$ cat src/sdf_pkg.sv
package sdf_pkg;

  // Clock rate in kHz and derived figures
  localparam int unsigned CLK_KHZ        = 125000;
  localparam int unsigned CLK_HZ         = 125000000;
  // Telegram framing characters and address bits
  localparam logic [7:0]  START_CHAR     = 8'h02;
  localparam int unsigned ADR_SPECIAL    = 7;
  localparam int unsigned ADR_MIRROR     = 6;
  localparam int unsigned ADR_BCAST      = 5;
  localparam int unsigned ADR_LSB        = 0;
  localparam int unsigned ADR_W          = 5;
  // Station address range and software default
  localparam logic [6:0]  ADDR_MIN       = 7'h01;
  localparam logic [6:0]  ADDR_MAX       = 7'h1e;
  localparam logic [4:0]  SW_ADDR_RESET  = 5'h00;
  // Baud code range
  localparam logic [3:0]  BAUD_MIN       = 4'h4;
  localparam logic [3:0]  BAUD_MAX       = 4'hd;
  // Word counts
  localparam logic [3:0]  PZD_MAX        = 4'h8;
  localparam logic [6:0]  PIV_VAR        = 7'h7f;
  // Character frame: start, 8 data, even parity, stop
  localparam int unsigned CHAR_BITS      = 11;
  // Idle gap between telegrams, in character times
  localparam int unsigned GAP_CHARS      = 2;
  // Max telegram length in bytes (buffer depth)
  localparam int unsigned BUF_DEPTH      = 64;
  localparam int unsigned IDX_W          = 6;

  // Configuration carried to the framer
  typedef struct packed {
    logic [3:0]  baud_rate_code;
    logic [3:0]  process_word_count;
    logic [6:0]  parameter_word_count;
    logic [15:0] receive_watchdog_time;
  } sdf_cfg_type;

  // Status reported out of the framer
  typedef struct packed {
    logic        telegram_ok;
    logic        telegram_bad;
    logic        special_seen;
    logic        watchdog_expired;
    logic        software_address_locked;
    logic [4:0]  station_address;
  } sdf_stat_type;

endpackage

$ cat src/sdf_framer.sv
`timescale 1ns/1ps
`default_nettype none

module sdf_framer
  import sdf_pkg::*;
(
  input  wire logic       clk,
  input  wire logic       rst,
  input  wire logic [6:0] address_switches,
  input  wire logic [4:0] software_station_address,
  input  wire logic       software_address_write,
  input  wire sdf_cfg_type cfg,
  input  wire logic       rxd,
  output logic            txd,
  output logic            tx_enable,
  output logic            rx_byte_valid,
  output logic [7:0]      rx_byte_data,
  output logic [7:0]      rx_byte_index,
  output sdf_stat_type    status
);

  typedef enum logic [2:0] {
    S_IDLE, S_LEN, S_BODY, S_GAP, S_SEND, S_DRAIN
  } sdf_state_type;

  typedef struct packed {
    sdf_state_type            fsm;
    logic [7:0]               len;
    logic [7:0]               cnt;
    logic [7:0]               chk;
    logic [7:0]               adr;
    logic [BUF_DEPTH*8-1:0]   buf_q;
    logic [19:0]              gap;
    logic [7:0]               gap_bits;
    logic [4:0]               sw_addr;
    logic [4:0]               station;
    logic                     locked;
    logic                     loaded;
    logic [16:0]              wd_cyc;
    logic [15:0]              wd_ms;
    logic                     wd_exp;
    logic                     tx_go;
    logic                     txen;
    logic                     rbv;
    logic [7:0]               rbd;
    logic [7:0]               rbi;
    logic                     ok;
    logic                     bad;
    logic                     spec;
  } sdf_top_type;

  localparam int unsigned MS_CYC = CLK_KHZ;  // Cycles per millisecond

  sdf_top_type st_ff;      // State register
  sdf_top_type nxt_st;     // Next state
  logic [19:0] bit_cyc;    // Cycles per bit less one for baud code
  logic        u_busy;     // Transmitter busy
  logic        u_txd;      // Serial out from UART
  logic        u_rv;       // Received byte strobe
  logic [7:0]  u_rb;       // Received byte
  logic        u_re;       // Received byte error
  logic [7:0]  tx_byte;    // Byte being sent
  logic        sw_valid;   // Switch address in range
  logic [3:0]  pzd_eff;    // Process word count clamped
  logic        station_ok; // Latched address in valid range
  logic        fixed_len;  // Parameter channel of fixed length
  logic [7:0]  user_exp;   // Expected user-data bytes when fixed

  always_comb begin
    case (cfg.baud_rate_code)
      4'h4:    bit_cyc = 20'(CLK_HZ / 2400 - 1);
      4'h5:    bit_cyc = 20'(CLK_HZ / 4800 - 1);
      4'h6:    bit_cyc = 20'(CLK_HZ / 9600 - 1);
      4'h7:    bit_cyc = 20'(CLK_HZ / 19200 - 1);
      4'h8:    bit_cyc = 20'(CLK_HZ / 38400 - 1);
      4'h9:    bit_cyc = 20'(CLK_HZ / 57600 - 1);
      4'ha:    bit_cyc = 20'(CLK_HZ / 76800 - 1);
      4'hb:    bit_cyc = 20'(CLK_HZ / 93750 - 1);
      4'hc:    bit_cyc = 20'(CLK_HZ / 115200 - 1);
      4'hd:    bit_cyc = 20'(CLK_HZ / 187500 - 1);
      default: bit_cyc = 20'(CLK_HZ / 9600 - 1);
    endcase
  end

  sdf_uart u_uart (
    .clk        (clk),
    .rst        (rst),
    .bit_cycles (bit_cyc),
    .rxd        (rxd),
    .tx_start   (st_ff.tx_go),
    .tx_byte    (tx_byte),
    .tx_busy    (u_busy),
    .txd        (u_txd),
    .rx_valid   (u_rv),
    .rx_byte    (u_rb),
    .rx_err     (u_re)
  );

  assign sw_valid = (address_switches >= ADDR_MIN) && (address_switches <= ADDR_MAX);
  assign pzd_eff  = (cfg.process_word_count > PZD_MAX) ? PZD_MAX : cfg.process_word_count;
  assign tx_byte  = st_ff.buf_q[st_ff.cnt[IDX_W-1:0]*8 +: 8];
  // zero or out-of-range station never answers
  assign station_ok = ({2'b00, st_ff.station} >= ADDR_MIN) && ({2'b00, st_ff.station} <= ADDR_MAX);

  // expected user-data bytes for fixed lengths
  always_comb begin
    fixed_len = (cfg.parameter_word_count != PIV_VAR);
    case (cfg.parameter_word_count)
      7'h03:   user_exp = 8'({pzd_eff, 1'b0}) + 8'h06;  // Three parameter words
      7'h04:   user_exp = 8'({pzd_eff, 1'b0}) + 8'h08;  // Four parameter words
      default: user_exp = 8'({pzd_eff, 1'b0});          // No parameter words
    endcase
  end

  // Receive, check, reply and watchdog
  always_comb begin
    nxt_st       = st_ff;
    nxt_st.tx_go = 1'b0;
    nxt_st.rbv   = 1'b0;
    nxt_st.ok    = 1'b0;
    nxt_st.bad   = 1'b0;
    if (software_address_write && !st_ff.locked) begin
      nxt_st.sw_addr = software_station_address;
    end
    if (!st_ff.loaded) begin
      nxt_st.loaded  = 1'b1;
      nxt_st.locked  = sw_valid;
      nxt_st.station = sw_valid ? address_switches[4:0] : st_ff.sw_addr;
    end
    if (st_ff.wd_cyc == 17'(MS_CYC - 1)) begin
      nxt_st.wd_cyc = 17'h0;
      if (st_ff.wd_ms >= cfg.receive_watchdog_time && cfg.receive_watchdog_time != 16'h0) begin
        nxt_st.wd_exp = 1'b1;
      end else begin
        nxt_st.wd_ms = st_ff.wd_ms + 16'h1;
      end
    end else begin
      nxt_st.wd_cyc = st_ff.wd_cyc + 17'h1;
    end
    case (st_ff.fsm)
      S_IDLE: begin
        if (u_rv && !u_re && u_rb == START_CHAR) begin
          nxt_st.fsm = S_LEN;
          nxt_st.chk = START_CHAR;
          nxt_st.buf_q[7:0] = START_CHAR;
        end
      end
      S_LEN: begin
        if (u_rv) begin
          // length at least address plus check
          if (u_re || u_rb < 8'h02 || u_rb > 8'(BUF_DEPTH - 2)) begin
            nxt_st.fsm = S_IDLE;
            nxt_st.bad = 1'b1;
          end else begin
            nxt_st.len = u_rb;
            nxt_st.cnt = 8'h0;
            nxt_st.chk = st_ff.chk ^ u_rb;
            nxt_st.buf_q[15:8] = u_rb;
            nxt_st.fsm = S_BODY;
          end
        end
      end
      S_BODY: begin
        if (u_rv) begin
          nxt_st.buf_q[(st_ff.cnt[IDX_W-1:0] + 6'h2)*8 +: 8] = u_rb;
          nxt_st.cnt = st_ff.cnt + 8'h1;
          nxt_st.chk = st_ff.chk ^ u_rb;
          if (st_ff.cnt == 8'h0) begin
            nxt_st.adr = u_rb;
          end else if (st_ff.cnt != st_ff.len - 8'h1) begin
            nxt_st.rbv = 1'b1;
            nxt_st.rbd = u_rb;
            nxt_st.rbi = st_ff.cnt - 8'h1;
          end
          if (st_ff.cnt == st_ff.len - 8'h1) begin
            nxt_st.fsm = S_IDLE;
            // fixed lengths must match, mirror exempt
            if (!u_re && (st_ff.chk ^ u_rb) == 8'h00 && station_ok &&
                st_ff.adr[ADR_LSB +: ADR_W] == st_ff.station && !st_ff.adr[ADR_BCAST] &&
                (st_ff.adr[ADR_MIRROR] || !fixed_len || st_ff.len == user_exp + 8'h02)) begin
              nxt_st.ok   = 1'b1;
              nxt_st.spec = st_ff.adr[ADR_SPECIAL];
              if (pzd_eff != 4'h0) begin
                nxt_st.wd_ms  = 16'h0;
                nxt_st.wd_cyc = 17'h0;
                nxt_st.wd_exp = 1'b0;
              end
              if (st_ff.adr[ADR_MIRROR]) begin
                nxt_st.fsm      = S_GAP;
                nxt_st.gap      = 20'h0;
                nxt_st.gap_bits = 8'h0;
              end
            end else begin
              nxt_st.bad = 1'b1;
            end
          end else if (u_re) begin
            nxt_st.fsm = S_IDLE;
            nxt_st.bad = 1'b1;
          end
        end
      end
      S_GAP: begin
        // idle gap in whole bit periods, so the master's stop bit ends first
        if (st_ff.gap >= bit_cyc) begin
          nxt_st.gap      = 20'h0;
          nxt_st.gap_bits = st_ff.gap_bits + 8'h1;
        end else begin
          nxt_st.gap = st_ff.gap + 20'h1;
        end
        if (st_ff.gap_bits >= 8'(GAP_CHARS * CHAR_BITS)) begin
          nxt_st.fsm   = S_SEND;
          nxt_st.cnt   = 8'h0;
          nxt_st.txen  = 1'b1;
          nxt_st.tx_go = 1'b1;
          nxt_st.len   = st_ff.len + 8'h2;
        end
      end
      S_SEND: begin
        if (!u_busy && !st_ff.tx_go) begin
          if (st_ff.cnt == st_ff.len - 8'h1) begin
            nxt_st.fsm = S_DRAIN;
          end else begin
            nxt_st.cnt   = st_ff.cnt + 8'h1;
            nxt_st.tx_go = 1'b1;
          end
        end
      end
      S_DRAIN: begin
        if (!u_busy) begin
          nxt_st.txen = 1'b0;
          nxt_st.fsm  = S_IDLE;
        end
      end
      default: nxt_st.fsm = S_IDLE;
    endcase
  end

  // Register the state
  always_ff @(posedge clk or posedge rst) begin
    if (rst) begin
      st_ff         <= '0;
      st_ff.fsm     <= S_IDLE;
      st_ff.sw_addr <= SW_ADDR_RESET;
    end else begin
      st_ff <= nxt_st;
    end
  end

  // Outputs from flip-flops
  logic txd_ff;  // Registered serial out
  always_ff @(posedge clk or posedge rst) begin
    if (rst) begin
      txd_ff <= 1'b1;
    end else begin
      txd_ff <= u_txd;
    end
  end

  assign txd                            = txd_ff;
  assign tx_enable                      = st_ff.txen;
  assign rx_byte_valid                  = st_ff.rbv;
  assign rx_byte_data                   = st_ff.rbd;
  assign rx_byte_index                  = st_ff.rbi;
  assign status.telegram_ok             = st_ff.ok;
  assign status.telegram_bad            = st_ff.bad;
  assign status.special_seen            = st_ff.spec;
  assign status.watchdog_expired        = st_ff.wd_exp;
  assign status.software_address_locked = st_ff.locked;
  assign status.station_address         = st_ff.station;

  tx_only_reply_a: assert property (@(posedge clk) disable iff (rst)
    st_ff.txen |-> (st_ff.fsm == S_SEND || st_ff.fsm == S_DRAIN)) else $error("tx outside reply");
  lock_keeps_a: assert property (@(posedge clk) disable iff (rst)
    st_ff.locked && st_ff.loaded |=> $stable(st_ff.sw_addr)) else $error("locked address changed");
  station_fixed_a: assert property (@(posedge clk) disable iff (rst)
    st_ff.loaded |=> $stable(st_ff.station)) else $error("station changed");
  start_opens_a: assert property (@(posedge clk) disable iff (rst)
    (st_ff.fsm == S_IDLE && u_rv && !u_re && u_rb == START_CHAR) |=> st_ff.fsm == S_LEN)
    else $error("start missed");
  mirror_reply_a: assert property (@(posedge clk) disable iff (rst)
    $rose(st_ff.txen) |-> $past(st_ff.fsm) == S_GAP) else $error("reply without gap");
  bad_silent_a: assert property (@(posedge clk) disable iff (rst)
    st_ff.bad |-> st_ff.fsm == S_IDLE) else $error("bad frame answered");
  gap_quiet_a: assert property (@(posedge clk) disable iff (rst)
    st_ff.fsm == S_GAP |-> !st_ff.txen) else $error("driving during gap");
  wd_enable_a: assert property (@(posedge clk) disable iff (rst)
    $rose(st_ff.wd_exp) |-> cfg.receive_watchdog_time != 16'h0) else $error("watchdog misfire");
  // line idles high when not replying
  line_idle_a: assert property (@(posedge clk) disable iff (rst)
    !st_ff.txen |-> txd_ff) else $error("line driven low while idle");
  len_refuse_a: assert property (@(posedge clk) disable iff (rst)
    (st_ff.fsm == S_LEN && u_rv && u_rb < 8'h02) |=> (st_ff.bad && st_ff.fsm == S_IDLE))
    else $error("short length accepted");
  rx_index_a: assert property (@(posedge clk) disable iff (rst)
    st_ff.rbv |-> st_ff.rbi < st_ff.len - 8'h02) else $error("data index beyond length");

endmodule // sdf_framer

`default_nettype wire

$ cat src/sdf_uart.sv
`timescale 1ns/1ps
`default_nettype none

// Eleven-bit character serializer/deserializer
module sdf_uart
  import sdf_pkg::*;
(
  input  wire logic        clk,
  input  wire logic        rst,
  input  wire logic [19:0] bit_cycles,
  input  wire logic        rxd,
  input  wire logic        tx_start,
  input  wire logic [7:0]  tx_byte,
  output logic             tx_busy,
  output logic             txd,
  output logic             rx_valid,
  output logic [7:0]       rx_byte,
  output logic             rx_err
);

  typedef struct packed {
    logic [19:0] rcnt;
    logic [3:0]  rbit;
    logic        ract;
    logic [10:0] rsh;
    logic        rxs;
    logic [19:0] tcnt;
    logic [3:0]  tbit;
    logic        tact;
    logic [10:0] tsh;
    logic        txd;
    logic        rv;
    logic [7:0]  rb;
    logic        re;
  } sdf_uart_type;

  sdf_uart_type st_ff;   // State register
  sdf_uart_type nxt_st;  // Next state

  // Bit timing, framing and parity
  always_comb begin
    nxt_st    = st_ff;
    nxt_st.rv = 1'b0;
    nxt_st.rxs = rxd;
    // Receiver: wait for falling start edge, sample mid-bit
    if (!st_ff.ract) begin
      if (!rxd) begin
        nxt_st.ract = 1'b1;
        nxt_st.rcnt = {1'b0, bit_cycles[19:1]};
        nxt_st.rbit = 4'h0;
      end
    end else if (st_ff.rcnt != 20'h0) begin
      nxt_st.rcnt = st_ff.rcnt - 20'h1;
    end else begin
      nxt_st.rsh  = {rxd, st_ff.rsh[10:1]};
      nxt_st.rcnt = bit_cycles;
      nxt_st.rbit = st_ff.rbit + 4'h1;
      if (st_ff.rbit == 4'(CHAR_BITS - 1)) begin
        nxt_st.ract = 1'b0;
        nxt_st.rv   = 1'b1;
        nxt_st.rb   = nxt_st.rsh[8:1];
        nxt_st.re   = nxt_st.rsh[0] | ~nxt_st.rsh[10] | (^nxt_st.rsh[9:1]);
      end
    end
    // Transmitter: shift eleven bits LSB first
    if (!st_ff.tact) begin
      if (tx_start) begin
        nxt_st.tact = 1'b1;
        nxt_st.tsh  = {1'b1, ^tx_byte, tx_byte, 1'b0};
        nxt_st.tbit = 4'h0;
        nxt_st.tcnt = bit_cycles;
        nxt_st.txd  = 1'b0;
      end
    end else if (st_ff.tcnt != 20'h0) begin
      nxt_st.tcnt = st_ff.tcnt - 20'h1;
    end else begin
      nxt_st.tcnt = bit_cycles;
      nxt_st.tbit = st_ff.tbit + 4'h1;
      nxt_st.tsh  = {1'b1, st_ff.tsh[10:1]};
      nxt_st.txd  = st_ff.tsh[1];
      if (st_ff.tbit == 4'(CHAR_BITS - 1)) begin
        nxt_st.tact = 1'b0;
        nxt_st.txd  = 1'b1;
      end
    end
  end

  // Register the state
  always_ff @(posedge clk or posedge rst) begin
    if (rst) begin
      st_ff <= '{txd: 1'b1, rxs: 1'b1, default: '0};
    end else begin
      st_ff <= nxt_st;
    end
  end

  assign tx_busy  = st_ff.tact;
  assign txd      = st_ff.txd;
  assign rx_valid = st_ff.rv;
  assign rx_byte  = st_ff.rb;
  assign rx_err   = st_ff.re;

endmodule // sdf_uart

`default_nettype wire

$ cat config.mk
export PLATFORM = sky130hd
export DESIGN_NAME = sdf_framer
export DESIGN_NICKNAME = d
export VERILOG_FILES = /design/src/sdf_pkg.sv /design/src/sdf_framer.sv /design/src/sdf_uart.sv
export SDC_FILE = /design/constraint.sdc
export NUM_CORES = 2
export LEC_CHECK = 0
export BUFFER_PORTS_ARGS = -buffer_cell sky130_fd_sc_hd__clkbuf_2
export CAP_MARGIN = 20
export CORE_ASPECT_RATIO = 0.7
export CORE_UTILIZATION = 45
export CTS_CLUSTER_DIAMETER = 30
export CTS_CLUSTER_SIZE = 20
export DETAILED_ROUTE_END_ITERATION = 8
export HOLD_SLACK_MARGIN = 0.02
export PLACE_DENSITY = 0.61
export SYNTH_ARGS = -nofsm -noshare
export SYNTH_HDL_FRONTEND = slang
export SYNTH_SLANG_ARGS = --single-unit
$ cat constraint.sdc
create_clock -name clk -period 24.6 [get_ports clk]
set_clock_uncertainty 0.2 [all_clocks]
set_input_delay 1.23 -clock clk [delete_from_list [all_inputs] [get_ports clk]]
set_output_delay 1.23 -clock clk [all_outputs]
set_load 0.01 [all_outputs]
==> impl_metrics.toml <==
[synthesis]
synth_top_family_by_area = "multiplexers"
syn-cell-area_um2 = 36890
yosysSeqAreaShare_pct = 49.19
synth_top_area_share_pct = 49.05
synth_cells = 3458
syn-num-nets = 3568
synth.area.top_cells = "dfrtp_1, mux2_2, mux4_2"
synth_cell_type_count = 89
synth_xor_area_share_pct = 2.419
ys.flop_type = "dfrtp_1"
ys_ff_latch = 725
yosys-top-cells-count = "dfrtp_1, nand2_1, o21ai_0"
yosys.area_share.simple_pct = 13.67
synth_edf_count = 0
synthAdderAreaFrac_pct = 2.137
yosys.cell_count.top_type = "dfrtp_1"
syn_avg_cell_area_um2 = 10.67
synth_compound_area_share_pct = 11.50
synth_top_area_cell = "dfrtp_1"
ys_warn_count = 0
synthMuxAreaShare_pct = 17.20
synthArstFlopShare_pct = 100.0

[placed_design]
dp_worst_setup_slack_ns = 19.31
dp_hpwl_mm = 72.82
numPortBuffers = 75
gp_congestion = 0.9134

[critical_path]
cp.arrival_ns = 5.74
crit_path_end_kind = "register"
r2r_cells = 11
crit_fanout = 98
timing.rr.end = "u_uart.st_ff[20]"
worst-r2r-setup-slack_ns = 19.26
rr_startpoint = "st_ff[624]"
start_kind = "register"
critPathKind = "register to register"
cp.required_ns = 25.00

[layout]
drive_above_1_share_pct = 22.16
n_fill_cell = 7096
area_growth_pct = 15.56
fin_nets = 3589
area.sequential_um2 = 18150
multi_input_area_um2 = 17330
antenna-diode-count = 0

[die]
die_h_um = 241.5
die_x_um = 344.2
io_pins = 76
core_area_um2 = 80880
die_area_um2 = 83140
start_util_pct = 45.61
rows = 87

[clock_network]
clk_root_buffer_cell = "clkbuf_16"
ctsResizeCount = 0
cts_hold_buffers = 0
cts_made_buffers = 132
clk_latency_ns = 0.72
cts_tree = "built"
htreeDepth = 4
clkTransAtPathRegs_ns = 0.06
clockBufferDepth = 3
cts_sinks = 725
post_cts_buffers = 0

[sta]
fmax_mhz = 187.3
relSlewSlack_pct = 22.33
tightest_slew_ns = 1.165
maxSlewViolCount = 0
rsz0062_at_grt = "no"
finalHoldViolCount = 0
post-route-period-util_pct = 21.70
timing.final.ws_setup_ns = 19.26
setup_violations = 0
finalSetupTns_ns = 0
whs_ns = 0.2295
period_minus_slack_ns = 5.338

[power]
power.density_nw_per_um2 = 76.83
p_leak_uw = 0.01893
vdd_drop_max_uv = 62.65

[worst_hold_path]
min_path_cells = 0
min_path_type = "register to register"
holdCritStartpoint = "u_uart.txd"
hold_end = "txd"

[global_routing]
grt_pass1_wl_mm = 171.6
grt_max_degree = 177
first_global_vias = 26948
antenna_found_initial = 3
track_usage_pct = 27.18
gr-total-overflow = 0

[route]
drt_first_pass_iters = 6
wl_per_cell_um = 24.03
ant_nets = 0
vias_per_cell = 6.016
drc = 0
wl_mm = 111.9
first_iter_violations = 2973
vias = 28004

[run_status]
outcome = "completed"

[job]
maxCapViolCount = 0
-- routing by layer --
metal / track usage (%) / share of wire, % / vias up
li1: - / - / 12501
met1: 42.80 / 48 / 14079
met2: 35.02 / 40 / 1205
met3: 7.704 / 9.8 / 217
met4: 9.227 / 2.7 / 2
met5: 0 / 0.0089 / -
-- worst max-delay path by stage --
stage	startpoint	endpoint	slack [ns]	cells after the start
2_1_floorplan	rst	rx_byte_data[0]	2.83	1
3_3_place_gp	cfg[19]	st_ff[52]	19.33	11
3_5_place_dp	cfg[19]	st_ff[52]	19.31	11
4_1_cts	st_ff[624]	u_uart.st_ff[20]	19.31	11
5_1_grt	st_ff[624]	u_uart.st_ff[20]	18.99	11
6_report	st_ff[624]	u_uart.st_ff[20]	19.26	11
-- sequential cells by signal, indices dropped and copies added, names as in the netlist --
signal and cells:
rx_byte_valid 1, st_ff 615, u_uart.rx_byte 8, rx_byte_index 8
u_uart.rx_err 1, u_uart.rx_valid 1, status 10, u_uart.tx_busy 1
u_uart.st_ff 69, txd 1, u_uart.txd 1, tx_enable 1
rx_byte_data 8
-- worst max-delay path, cell delays in order, from the launching register on --
cell and delay [ns]:
dfrtp_4 0.92, buf_12 0.52, buf_4 0.75, mux4_2 0.59, a32o_1 0.27, a41o_1 0.20
nor4_1 0.82, a31o_2 0.26, xnor2_1 0.13, xnor3_1 0.25, xnor2_1 0.20, o21ai_1 0.07
-- cell type report --
type	count	share of cell area (%)
multi-input cells	2420	40.66
flip-flops and latches	725	42.59
well taps	1068	3.135
clock inverters	71	2.325
inverters	76	0.6869
clock buffers	171	8.695
repair buffers	124	1.908
-- report_power, final --
| group | internal (uW) | leakage [uW] | switching [uW] |
|---|---|---|---|
| clock | 1280 | 0.00228 | 649 |
| combinational | 39.9 | 0.00674 | 72.8 |
| sequential | 1210 | 0.00992 | 23.4 |
-- logic make-up (layout without fill, tap and decap cells) --
logic type | count (synthesis) | after routing
compound gates | 704 | 704
xor+xnor | 97 | 97
fa+ha+maj | 63 | 63
buf+inv | 313 | 442
flops | 725 | 725
mux | 458 | 458
other cells | 1 | 1
simple gates | 1097 | 1097
-- through the flow --
stage          area [um2]  util, %  power, uW  std cells
3_5_place_dp        37890    46.85       1368       4411
4_1_cts             42590    52.66       3294       4653
5_1_grt             42620    52.70       3376       4655
2_1_floorplan       36890        -       1333       3458
6_report            42620    52.70       3275       4655
3_3_place_gp        37890    46.85       1366       4411
-- layout by cell type, fill, tap and decap left out, types with 15 or more instances in the layout --
master     count
ha_1          63
nand4_1       54
nand2_1      496
a21oi_1       89
clkbuf_8      15
xor2_1        36
nor2b_1       26
clkbuf_1      19
nand3_1      104
o22ai_1       25
nand2b_1      29
mux2i_1       60
clkbuf_16    137
bufinv_16     20
mux2_2       282
dfrtp_1      720
a31oi_1       24
nor3_1        35
buf_4         44
inv_1         70
nor2_1       202
nor4_1        22
clkinv_2      20
clkbuf_2      75
mux4_2       112
o211ai_1      17
a2111oi_0     18
o21ai_0      366
a22o_1        16
and3_1        26
nor2_2        20
xnor2_1       57
o31ai_1       23
and2_1        23
a21o_1        19
Note: power is estimated with default switching activity, not from simulation.
